<file path="src/pkg/tdp_defs.vh">
// Constants for the two-wire digipot slave: codes, sizes and timing
`ifndef TDP_DEFS_VH
`define TDP_DEFS_VH

// ==========================================================
// Address byte
// Device type nibble value is arbitrary
`define TDP_TYPE_NIBBLE 4'h0_00A
`define TDP_TYPE_HI 7
`define TDP_TYPE_LO 4
`define TDP_STRAP_HI 2
`define TDP_STRAP_LO 0

// ==========================================================
// Instruction byte: opcode, bank, register, pot select
`define TDP_OP_HI 7
`define TDP_OP_LO 5
`define TDP_IDX_HI 4
`define TDP_IDX_LO 1
`define TDP_BANK_HI 4
`define TDP_BANK_LO 3
`define TDP_POT_BIT 0
`define TDP_OP_RD_WIPER 3'h0_004
`define TDP_OP_WR_WIPER 3'h0_005
`define TDP_OP_RD_DATA 3'h0_006
`define TDP_OP_WR_DATA 3'h0_007
`define TDP_OP_DATA_TO_WIPER 3'h0_002
`define TDP_OP_WIPER_TO_DATA 3'h0_003

// ==========================================================
// Sizes and reset values
`define TDP_NUM_DR 16
`define TDP_NUM_TAPS 256
`define TDP_BYTE_BITS 4'h0_008
`define TDP_NV_INIT 8'h0_080
`define TDP_WIPER_RST 8'h0_000

// ==========================================================
// Timing: nonvolatile write cycle
`define TDP_NV_WRITE_MS 5
`define TDP_CLK_KHZ 100000
`define TDP_NV_WRITE_CYC (`TDP_NV_WRITE_MS * `TDP_CLK_KHZ)
`define TDP_NV_CNT_W 20

`endif

</file>
<file path="src/design/tdp_digipot_slave.v">
// Two-wire slave and register core of a single digital potentiometer
// What this block does
// - Outside reset, volatile wiper register selects exactly one of 256 taps.
// - Sixteen nonvolatile data registers, writable and readable by master.
// - After power-up the default saved setting is loaded into wiper.
// - Supports read, write and register-to-wiper transfer commands.
// - Incoming bits on SDA are sampled on each SCL rising edge.
// - Outgoing SDA changes only after an SCL falling edge.
// - SDA is open drain: pulled low or released, never driven high.
// - Strap pins form the three low bits of the slave address.
// - Commands start only when received address matches strap pins.
// - Nonvolatile data writes are refused while write-lock input is low.
// - Upper address nibble must match the fixed device type nibble.
// - Acknowledge on ninth clock after address, command and data byte.
// - Address acknowledge is withheld while a nonvolatile write runs.
`include "tdp_defs.vh"

module tdp_digipot_slave #(
    parameter CNT_W = `TDP_NV_CNT_W,
    parameter [CNT_W-1:0] NV_WRITE_CYCLES = `TDP_NV_WRITE_CYC,
    parameter [3:0] DEVICE_TYPE = `TDP_TYPE_NIBBLE
) (
    input wire mclk,
    input wire rst_b,
    input wire scl_in,
    input wire sda_in,
    output wire sda_out,
    output wire sda_oe,
    input wire [2:0] addr_strap_pins,
    input wire wr_lock_b,
    output wire [7:0] wiper_position_reg,
    output wire [`TDP_NUM_TAPS-1:0] tap_sel,
    output wire nv_busy
);

// ==========================================================
// States
localparam [9:0] S_IDLE = 10'h0_001;
localparam [9:0] S_ADDR = 10'h0_002;
localparam [9:0] S_ACKA = 10'h0_004;
localparam [9:0] S_INSTR = 10'h0_008;
localparam [9:0] S_ACKI = 10'h0_010;
localparam [9:0] S_WDATA = 10'h0_020;
localparam [9:0] S_ACKD = 10'h0_040;
localparam [9:0] S_RDATA = 10'h0_080;
localparam [9:0] S_RACK = 10'h0_100;
localparam [9:0] S_WAIT = 10'h0_200;
localparam [CNT_W-1:0] NV_LAST = NV_WRITE_CYCLES - 1'b1;

reg [9:0] state_r;
reg [3:0] cnt_r;
reg [7:0] sh_r;
reg [7:0] tx_r;
reg [2:0] op_r;
reg [3:0] idx_r;
reg [7:0] wiper_r;
reg pend_r;
reg [3:0] pend_idx_r;
reg [7:0] pend_val_r;
reg busy_r;
reg [CNT_W-1:0] busy_cnt_r;
reg sda_oe_r;
reg sda_out_r;
reg ready_r;
reg [2:0] strap_s1_r;
reg [2:0] strap_s2_r;
reg lock_s1_r;
reg lock_s2_r;
reg [`TDP_NUM_TAPS-1:0] tap_r;
reg [7:0] dr_mem [0:`TDP_NUM_DR-1];

wire scl_rise;
wire scl_fall;
wire start_det;
wire stop_det;
wire sda_lvl;

// ==========================================================
// Line sensing; SCL is only ever an input here
tdp_bus_sense u_sense (
    .mclk(mclk),
    .rst_b(rst_b),
    .scl_in(scl_in),
    .sda_in(sda_in),
    .scl_rise(scl_rise),
    .scl_fall(scl_fall),
    .start_det(start_det),
    .stop_det(stop_det),
    .sda_lvl(sda_lvl)
);

// Straps and lock are pins too, so they get two flops as well
always @(posedge mclk) begin
    if (!rst_b) begin
        strap_s1_r <= 3'h0_000;
        strap_s2_r <= 3'h0_000;
        lock_s1_r <= 1'b0;
        lock_s2_r <= 1'b0;
    end else begin
        strap_s1_r <= addr_strap_pins;
        strap_s2_r <= strap_s1_r;
        lock_s1_r <= wr_lock_b;
        lock_s2_r <= lock_s1_r;
    end
end

// ==========================================================
// Byte decode
wire rx_st = state_r[1] | state_r[3] | state_r[5];
wire byte_done = (cnt_r == `TDP_BYTE_BITS);
wire addr_ok = (sh_r[`TDP_TYPE_HI:`TDP_TYPE_LO] == DEVICE_TYPE) &&
    (sh_r[`TDP_STRAP_HI:`TDP_STRAP_LO] == strap_s2_r) &&
    !busy_r;
wire [2:0] sh_op = sh_r[`TDP_OP_HI:`TDP_OP_LO];
wire sh_bank0 = (sh_r[`TDP_BANK_HI:`TDP_BANK_LO] == 2'h0_000);
wire op_xfer = (sh_op == `TDP_OP_DATA_TO_WIPER) ||
    (sh_op == `TDP_OP_WIPER_TO_DATA);
wire op_plain = (sh_op == `TDP_OP_RD_WIPER) ||
    (sh_op == `TDP_OP_WR_WIPER) || (sh_op == `TDP_OP_RD_DATA) ||
    (sh_op == `TDP_OP_WR_DATA);
// Transfers only reach bank 0; a non-zero pot select is not us
wire instr_ok = !sh_r[`TDP_POT_BIT] && (op_plain || (op_xfer && sh_bank0));
wire op_rd = (op_r == `TDP_OP_RD_WIPER) || (op_r == `TDP_OP_RD_DATA);
wire [7:0] rd_val = (op_r == `TDP_OP_RD_WIPER) ? wiper_r : dr_mem[idx_r];
// Nonvolatile write begins at stop, only when the lock is released
wire nv_commit = ready_r && stop_det && pend_r && lock_s2_r;

// ==========================================================
// Nonvolatile data registers; contents survive reset by design
integer k;
initial begin
    for (k = 0; k < `TDP_NUM_DR; k = k + 1) begin
        dr_mem[k] = `TDP_NV_INIT;
    end
end

always @(posedge mclk) begin
    if (nv_commit) begin
        dr_mem[pend_idx_r] <= pend_val_r;
    end
end

// ==========================================================
// Protocol engine
always @(posedge mclk) begin
    if (!rst_b) begin
        state_r <= S_IDLE;
        cnt_r <= 4'h0_000;
        sh_r <= 8'h0_000;
        tx_r <= 8'h0_000;
        op_r <= 3'h0_000;
        idx_r <= 4'h0_000;
        wiper_r <= `TDP_WIPER_RST;
        pend_r <= 1'b0;
        pend_idx_r <= 4'h0_000;
        pend_val_r <= 8'h0_000;
        busy_r <= 1'b0;
        busy_cnt_r <= {CNT_W{1'b0}};
        sda_oe_r <= 1'b0;
        sda_out_r <= 1'b0;
        ready_r <= 1'b0;
    end else begin
        sda_out_r <= 1'b0; // Never drive high
        if (!ready_r) begin
            wiper_r <= dr_mem[0]; // Recall before serving the bus
            ready_r <= 1'b1;
        end
        if (nv_commit) begin
            busy_r <= 1'b1;
            busy_cnt_r <= {CNT_W{1'b0}};
        end else if (busy_r) begin
            busy_cnt_r <= busy_cnt_r + 1'b1;
            if (busy_cnt_r == NV_LAST) begin
                busy_r <= 1'b0;
            end
        end
        if (!ready_r) begin
            state_r <= S_IDLE;
        end else if (start_det) begin
            // Repeated start abandons any pending store
            state_r <= S_ADDR;
            cnt_r <= 4'h0_000;
            sda_oe_r <= 1'b0;
            pend_r <= 1'b0;
        end else if (stop_det) begin
            state_r <= S_IDLE;
            cnt_r <= 4'h0_000;
            sda_oe_r <= 1'b0;
            pend_r <= 1'b0;
        end else begin
            if (scl_rise && (rx_st || state_r == S_RDATA)) begin
                cnt_r <= cnt_r + 4'h0_001;
            end
            if (scl_rise && rx_st) begin
                sh_r <= {sh_r[6:0], sda_lvl}; // MSB first
            end
            if (scl_fall) begin // All SDA changes follow a fall
                case (state_r)
                    S_ADDR: begin
                        if (byte_done) begin
                            cnt_r <= 4'h0_000;
                            if (addr_ok) begin
                                sda_oe_r <= 1'b1;
                                state_r <= S_ACKA;
                            end else begin
                                state_r <= S_WAIT;
                            end
                        end
                    end
                    S_ACKA: begin
                        sda_oe_r <= 1'b0;
                        state_r <= S_INSTR;
                    end
                    S_INSTR: begin
                        if (byte_done) begin
                            cnt_r <= 4'h0_000;
                            if (instr_ok) begin
                                sda_oe_r <= 1'b1;
                                op_r <= sh_op;
                                idx_r <= sh_r[`TDP_IDX_HI:`TDP_IDX_LO];
                                state_r <= S_ACKI;
                            end else begin
                                state_r <= S_WAIT;
                            end
                        end
                    end
                    S_ACKI: begin
                        if (op_rd) begin
                            tx_r <= rd_val;
                            sda_oe_r <= ~rd_val[7];
                            state_r <= S_RDATA;
                        end else if (op_r == `TDP_OP_DATA_TO_WIPER) begin
                            wiper_r <= dr_mem[idx_r];
                            sda_oe_r <= 1'b0;
                            state_r <= S_WAIT;
                        end else if (op_r == `TDP_OP_WIPER_TO_DATA) begin
                            pend_r <= 1'b1;
                            pend_idx_r <= idx_r;
                            pend_val_r <= wiper_r;
                            sda_oe_r <= 1'b0;
                            state_r <= S_WAIT;
                        end else begin
                            sda_oe_r <= 1'b0;
                            state_r <= S_WDATA;
                        end
                    end
                    S_WDATA: begin
                        if (byte_done) begin
                            cnt_r <= 4'h0_000;
                            sda_oe_r <= 1'b1;
                            state_r <= S_ACKD;
                            if (op_r == `TDP_OP_WR_WIPER) begin
                                wiper_r <= sh_r;
                            end else begin
                                pend_r <= 1'b1;
                                pend_idx_r <= idx_r;
                                pend_val_r <= sh_r;
                            end
                        end
                    end
                    S_ACKD: begin
                        sda_oe_r <= 1'b0;
                        state_r <= S_WAIT;
                    end
                    S_RDATA: begin
                        if (byte_done) begin
                            cnt_r <= 4'h0_000;
                            sda_oe_r <= 1'b0; // Master owns the ninth bit
                            state_r <= S_RACK;
                        end else begin
                            tx_r <= {tx_r[6:0], 1'b0};
                            sda_oe_r <= ~tx_r[6];
                        end
                    end
                    S_RACK: begin
                        state_r <= S_WAIT;
                    end
                    default: begin
                    end
                endcase
            end
        end
    end
end

// ==========================================================
// One-hot tap switch select, one bit per tap
genvar gi;
generate
    for (gi = 0; gi < `TDP_NUM_TAPS; gi = gi + 1) begin : g_tap
        localparam [7:0] TAP_IDX = gi;
        always @(posedge mclk) begin
            if (!rst_b) begin
                tap_r[gi] <= 1'b0;
            end else begin
                tap_r[gi] <= (wiper_r == TAP_IDX);
            end
        end
    end
endgenerate

assign sda_out = sda_out_r;
assign sda_oe = sda_oe_r;
assign wiper_position_reg = wiper_r;
assign tap_sel = tap_r;
assign nv_busy = busy_r;

endmodule // tdp_digipot_slave

</file>
<file path="src/design/tdp_bus_sense.v">
// Two-flop synchronisers and edge, start and stop detection for SCL/SDA
module tdp_bus_sense (
    input wire mclk,
    input wire rst_b,
    input wire scl_in,
    input wire sda_in,
    output wire scl_rise,
    output wire scl_fall,
    output wire start_det,
    output wire stop_det,
    output wire sda_lvl
);

// ==========================================================
// Synchronisers; idle bus is high, so reset to one
reg scl_s1_r;
reg scl_s2_r;
reg scl_d_r;
reg sda_s1_r;
reg sda_s2_r;
reg sda_d_r;

always @(posedge mclk) begin
    if (!rst_b) begin
        scl_s1_r <= 1'b1;
        scl_s2_r <= 1'b1;
        scl_d_r <= 1'b1;
        sda_s1_r <= 1'b1;
        sda_s2_r <= 1'b1;
        sda_d_r <= 1'b1;
    end else begin
        scl_s1_r <= scl_in;
        scl_s2_r <= scl_s1_r;
        scl_d_r <= scl_s2_r;
        sda_s1_r <= sda_in;
        sda_s2_r <= sda_s1_r;
        sda_d_r <= sda_s2_r;
    end
end

// ==========================================================
// Events, one-cycle pulses on mclk; sda_lvl is the synchronised SDA level
assign scl_rise = scl_s2_r & ~scl_d_r;
assign scl_fall = ~scl_s2_r & scl_d_r;
// SDA moving while SCL stays high marks start or stop
assign start_det = scl_s2_r & scl_d_r & sda_d_r & ~sda_s2_r;
assign stop_det = scl_s2_r & scl_d_r & ~sda_d_r & sda_s2_r;
assign sda_lvl = sda_s2_r;

endmodule // tdp_bus_sense

</file>
<file path="config.mk">
export PLATFORM = sky130hd
export DESIGN_NAME = tdp_digipot_slave
export DESIGN_NICKNAME = d
export VERILOG_FILES = /design/src/design/tdp_digipot_slave.v /design/src/design/tdp_bus_sense.v
export VERILOG_INCLUDE_DIRS = /design/src /design/src/pkg
export SDC_FILE = /design/constraint.sdc
export NUM_CORES = 1
export LEC_CHECK = 0
export ABC_AREA = 0
export ABC_CLOCK_PERIOD_IN_PS = 3400
export BUFFER_PORTS_ARGS = -buffer_cell sky130_fd_sc_hd__buf_2
export CAP_MARGIN = 20
export CORE_ASPECT_RATIO = 0.9
export CORE_UTILIZATION = 45
export CTS_CLUSTER_DIAMETER = 40
export DETAILED_ROUTE_END_ITERATION = 6
export PLACE_DENSITY = 0.64
export SLEW_MARGIN = 20
export SYNTH_ARGS = -nofsm -noshare
export SYNTH_HDL_FRONTEND = slang
export SYNTH_HIERARCHICAL = 1
export SYNTH_SLANG_ARGS = --single-unit
</file>
<file path="constraint.sdc">
create_clock -name mclk -period 3.4 [get_ports mclk]
set_input_delay 0.34 -clock mclk [delete_from_list [all_inputs] [get_ports mclk]]
set_output_delay 0.34 -clock mclk [all_outputs]
set_load 0.01 [all_outputs]
</file>
; Word level (Yosys, flattened, before mapping)
; Memory sizes are Yosys's and may differ from the RTL's. A register that Yosys moved wholly into a read port is not among the register bits.
; Cells that the tools add are included.
[word_totals]
reg_bits = 350
ram_bits = 128
memories = 1
[mem_list]
columns = name, words, word_bits, rd, rd_ports_with_merged_regs, wr, line
row1 = dr_mem, 16, 8, 2, 1, 1, tdp_digipot_slave.v:70  ; reg [7:0] dr_mem [0:`TDP_NUM_DR-1];
[classes]
addsub = 2
eq_ne = 298
n_mux = 73
n_bitwise = 19
reduce_logical = 41
[op_table]
columns = operator, n
row1 = 8-bit equality test (second input constant), 128
row2 = 8-bit by 7-bit equality test with 1-bit output (second input constant), 64
row3 = 8-bit by 6-bit equality test with 1-bit output (second input constant), 32
row4 = 8-bit by 5-bit equality test with 1-bit output (second input constant), 16
row5 = 8-bit two-way mux, 15
row6 = 10-bit two-way mux, 9
row7 = 10-bit one-hot mux with 7 select lines, 1
row8 = 8-bit by 4-bit equality test with 1-bit output (second input constant), 8
row9 = 4-bit two-way mux, 13
row10 = 4-bit != test (second input constant), 10
row11 = 8-bit by 3-bit equality test with 1-bit output (second input constant), 4
row12 = 8-bit one-hot mux with 2 select lines, 2
row13 = 1-bit two-way mux, 24
row14 = 3-bit equality test (second input constant), 7
row15 = 20-bit by 1-bit adder with 20-bit output (second input constant), 1
row16 = 20-bit by 19-bit equality test with 1-bit output (second input constant), 1
row17 = 2-bit != test (second input constant), 10
row18 = 8-bit by 2-bit equality test with 1-bit output (second input constant), 2
row19 = 8-bit AND reduction, 2
row20 = 7-bit two-way mux, 2
row21 = 7-bit one-hot mux with 2 select lines, 1
row22 = 7-bit AND reduction, 2
row23 = 3-bit by 2-bit equality test with 1-bit output (second input constant), 4
row24 = 6-bit AND reduction, 2
row25 = 35 further kinds, 73

; Depth between registers and ports, before layout
[depth]
ltp_word = 12
ltp_mapped = 11

; Hierarchy
; Netlist, hierarchy kept.
[by_module_without_submodules]
columns = mod, n_inst, cells_each, area_per_inst_um2
row1 = tdp_digipot_slave, 1, 1345, 16059.2
row2 = tdp_bus_sense, 1, 16, 190.2

; Least setup slack after synthesis
; OpenSTA, ideal clock, no wires.
[synth_path]
kind = register to register
from = reg with a tool-made name
to = reg tx_r[1]
t_arrival_ps = 2186
path_slack_ps = 1098
stages_incl_launch_ff = 8
period_less_slack_ps = 2302
cell_sequence = dfxtp_1 -> buf_4 -> buf_2 -> mux4_2 -> mux4_2 -> nand2_1 -> nand3_1 -> and3_1
[synth_lines]
columns = element, line
row1 = to (signal assigned), tdp_digipot_slave.v:229  ; tx_r <= rd_val;
row2 = to (signal assigned), tdp_digipot_slave.v:271  ; tx_r <= {tx_r[6:0], 1'b0};
row3 = to (decl), tdp_digipot_slave.v:53  ; reg [7:0] tx_r;

; Worst setup path in the final report
[layout_path]
from = reg state_r[5]
to = reg pend_idx_r[1]
[layout_via]
elab_chain_cells = 3
[layout_rtl]
columns = element, line
row1 = from (decl), tdp_digipot_slave.v:50  ; reg [9:0] state_r;
row2 = from (signal assigned), tdp_digipot_slave.v:147  ; state_r <= S_IDLE;
row3 = from (signal assigned), tdp_digipot_slave.v:178  ; state_r <= S_IDLE;
row4 = from (signal assigned), tdp_digipot_slave.v:181  ; state_r <= S_ADDR;
row5 = 10-bit by 6-bit equality test with 1-bit output / 10-bit by 5-bit equality test with 1-bit output (equally long branches), tdp_digipot_slave.v:198  ; case (state_r)
row6 = 2-bit != test (no source line) / 2-bit nonzero test (equally long branches), --
row7 = 10-bit AND reduction (no source line), --
row8 = to (signal assigned), tdp_digipot_slave.v:238  ; pend_idx_r <= idx_r;
row9 = to (signal assigned), tdp_digipot_slave.v:256  ; pend_idx_r <= idx_r;
row10 = to (decl), tdp_digipot_slave.v:58  ; reg [3:0] pend_idx_r;
; Parallel ways exist; a longest one is shown, timed or not.
; A chain may end at the register's enable or synchronous reset.

==> results.md <==
- The final-layout worst hold slack is 0.125 ns.
- The number of nets with antenna violations after detailed routing is 0.
- The most frequent cell on the critical path is sky130_fd_sc_hd__nor2b_1.
- Summed over all failing endpoints, the final setup total negative slack is 0 ns.
- With fillers left out, the area of the finished cells amounts to 19800 µm².
- The fraction of layout instances using a drive strength above 1 is 0.260.
- For the worst-skew pair, the clock arrives at the later sink with an insertion delay of 0.59 ns.
- In this run the worst hold path is classified as in -> reg.
- The routed layout has 11200 vias.
- TritonCTS built the clock tree.
- The highest clock frequency the design can meet is 380 MHz.
- The most common cell after layout, fill and taps aside is sky130_fd_sc_hd__dfxtp_1.
- The largest individual stage delay along the critical path comes from the cell sky130_fd_sc_hd__and2_1.
- Along the worst path, the maximum fanout reaches 20.
- The count of cell types in the netlist is 76.
- In this run the count of I/O pins placed on the die edge is 275.
- The arrival time at the worst endpoint is 3.11 ns.
- After synthesis, the mean cell area works out to 11.9 µm².
- The post-synthesis sequential area ratio is 0.673.
- Before antenna repair, the detailed router went through 5 iterations.
- The clock tree root driver cell is sky130_fd_sc_hd__clkbuf_16.
- The routability-driven placement congestion ratio is 0.914.
- The worst path meets setup with 0.766 ns of slack.
- After clock tree synthesis, the setup repair step added 0 buffers.
- The number of hold-slack violations in the final timing report is 0.
- The floorplan has 65 rows.
- The prevailing post-synth register cell is sky130_fd_sc_hd__dfxtp_1.
- The kind of start point of the critical path is a flip-flop.
- Traced cell by cell, the critical path runs through nor2b_1, o21ai_0, a211oi_1, and2_1, mux2i_1, nor2b_1.
- The number of cells on the worst reg-to-reg path is 6.
- Setup repair after global routing left no endpoint under its margin.
- The number of nets in the synthesized netlist is 1372.
- The wire-length estimate of the detail-placed layout is 29.1 mm.
- The total count of max-transition violations in the final report is 0.
- The worst-case setup slack after placement is 0.827 ns.
- The max-slew headroom at the worst pin is 0.323.
- The worst-case clock buffer depth is 3.
- The die footprint is 36900 µm².
- Buffers placed on the I/O ports in this run total 273.
- Across every metal layer, demand over resource in global routing totals 0.231.
- In this run the vertical extent of the chip is 182 µm.
- The number of antenna diodes in the final layout is 0.
- The core occupancy in the finished layout is 0.562.
- The overall routed net length is 42.4 mm.
- The run finished with clean final reports.
- Counting both buffers and inverters, the worst setup path holds a total of 0.
- The critical path in this run is classified as reg -> reg.
- The total of warnings raised by yosys is 6.
- The final-report setup violation count is 0.
- In this run, placement finished with an instance count of 2037.
- The share of flip-flops with an asynchronous set or reset is 0.
- For this run, design rule violations remaining after detail routing come to 0.
- The post-route fraction of the period consumed by the critical path is 0.775.
- For this configuration, the core starts out at a cell density of 0.460.
- The total power draw is 11.9 mW.
- The cell depth of the worst min-delay path is 2.
- The number of antenna violations at the first check in global routing came to 0.
- The area of the core is 35300 µm².
- At the worst endpoint, the required time is 3.87 ns.
- In the layout the commonest cells are sky130_fd_sc_hd__dfxtp_1 (353), sky130_fd_sc_hd__nor2_1 (317), sky130_fd_sc_hd__buf_2 (273).
- Counting the buffers created by CTS gives 53.
- The critical path crosses 6 cells after its start point.
- For this design, the sink count on the clock tree is 482.
- The clock-pin slew reported for the worst setup and hold paths after clock tree synthesis is 0.06 ns.
- At the pin with the least slew margin, the transition time is 1.01 ns.
- The power per unit of standard cell area is 601 nW/µm².
- From left edge to right edge, the die measures 202 µm.
- The number of global-route vias before repair is 10800.
- The gate family responsible for the most delay along the worst path is simple AND/OR/NAND/NOR gates.
- VDD sags by at most 0.000407 V.
- The synthesized design contains 128 enable-type register cells.
- On the worst path, the slowest cell contributes a delay of 0.70 ns.
- The worst setup skew after layout is 0.0204 ns.
- In this run, synthesis produced a sequential element count of 482.
- After detailed routing, the average wire length per cell comes to 19.8 µm.
- The synthesized netlist occupies a cell area of 16200 µm².
- Synthesis handed over a netlist of 1361 instances.
- Summed over all cells, the static leakage comes to 7.71 nW.
- The total congestion overflow after global routing is 0.
- The tool flagged a number of max-cap violations equal to 0.
- The H-tree generated during clock tree synthesis spans 2 levels.
- The count of cells in the finished layout, fillers not included, comes to 2143.
- The routed design could run at a clock period as short as 2.63 ns.
- The largest net degree at the start of global routing is 51.
- The area added between synthesis and finish is 22.1%.
- In the routed layout, each cell is associated on average with a via count of 5.22.
- The register with the most flip-flops in the layout has 256 of them.
- The number of DRC violations after detailed-routing iteration 0 is 842.
- The final layout contains 1640 nets.
- Summing all placed instances gives a cell area of 17900 µm².
- The first global-routing pass estimated 65.4 mm of wire.
- The kind of end point of the critical path is a flip-flop.
- Fill cells in the final layout number 2879.
==> cells by family after synthesis <==
logic type,Yosys count,synth area share
xor gates and xnor gates,20,0.0108
adders and majority gates,3,0.00231
other,1,0.000231
buffers and inverters,90,0.0250
DFF,482,0.673
AOI/OAI and AO/OA,117,0.0486
muxes,79,0.0788
and+or+nand+nor,569,0.162
==> worst paths after layout <==
path / to / slack, ns / startpoint
worst max-delay path: pend_idx_r[1]$_SDFFE_PN0P_ / 0.77 / state_r[5]$_SDFFE_PP0P_
worst max register to register: pend_idx_r[1]$_SDFFE_PN0P_ / 0.77 / state_r[5]$_SDFFE_PP0P_
worst min-delay path: u_sense/scl_s2_r$_SDFF_PN1_ / 0.13 / rst_b
worst min register to register: u_sense/scl_s2_r$_SDFF_PN1_ / 0.41 / u_sense/scl_s1_r$_SDFF_PN1_
==> power breakdown <==
part / total [mW] / leakage (nW) / internal (mW) / switching [mW]
Sequential: 5.91 / 3.74 / 5.88 / 0.0299
Clock: 5.81 / 0.887 / 3.41 / 2.40
Combinational: 0.197 / 3.09 / 0.0555 / 0.142
Total: 11.9 / 7.71 / 9.35 / 2.57
==> cells in the mapped netlist (5+ instances only) <==
cell	n	share of area
sky130_fd_sc_hd__o2bb2ai_1	6	0.0032
sky130_fd_sc_hd__mux4_2	39	0.054
sky130_fd_sc_hd__nand2_1	80	0.018
sky130_fd_sc_hd__and2_1	10	0.0039
sky130_fd_sc_hd__xor2_1	16	0.0086
sky130_fd_sc_hd__nor3_1	10	0.0031
sky130_fd_sc_hd__buf_6	5	0.0035
sky130_fd_sc_hd__nor2_1	317	0.073
sky130_fd_sc_hd__and3_1	11	0.0042
sky130_fd_sc_hd__o211a_1	9	0.0055
sky130_fd_sc_hd__a31oi_1	5	0.0019
sky130_fd_sc_hd__mux2i_1	38	0.023
sky130_fd_sc_hd__o21ai_1	6	0.0018
sky130_fd_sc_hd__a21oi_1	28	0.0086
sky130_fd_sc_hd__buf_4	5	0.0023
sky130_fd_sc_hd__inv_1	9	0.0021
sky130_fd_sc_hd__or3_1	12	0.0046
sky130_fd_sc_hd__o21ai_0	27	0.0083
sky130_fd_sc_hd__dfxtp_1	354	0.44
sky130_fd_sc_hd__buf_2	10	0.0031
sky130_fd_sc_hd__nand2b_1	12	0.0046
sky130_fd_sc_hd__clkbuf_1	60	0.014
sky130_fd_sc_hd__nor2b_1	32	0.012
sky130_fd_sc_hd__edfxtp_1	128	0.24
sky130_fd_sc_hd__nand4_1	15	0.0058
sky130_fd_sc_hd__nand3_1	36	0.011
==> metal layers <==
metal	global-route usage	vias up	routed length (µm)
met5	0	-	0
met4	0.0962	0	1550
met3	0.0480	93	2600
met2	0.374	420	20000
met1	0.301	5440	18300
li1	-	5228	-
==> layout make-up <==
| class | instances | area (µm²) | area share |
|---|---|---|---|
| Tap cell | 469 | 587 | 0.0296 |
| Inverter | 9 | 33.8 | 0.00170 |
| Sequential cell | 482 | 10900 | 0.551 |
| Timing Repair Buffer | 294 | 1540 | 0.0776 |
| Multi-Input combinational cell | 789 | 4910 | 0.248 |
| Clock buffer | 66 | 1420 | 0.0713 |
| Clock inverter | 34 | 419 | 0.0211 |
==> timing repair <==
item | 4_1_cts | 5_1_grt
setup endpoints to repair | 0 | 0
hold endpoints to repair | 6 | 0
resized for setup | 0 | 0
hold buffers | 6 | 0
No activity file was read; power rests on OpenSTA's default activity.
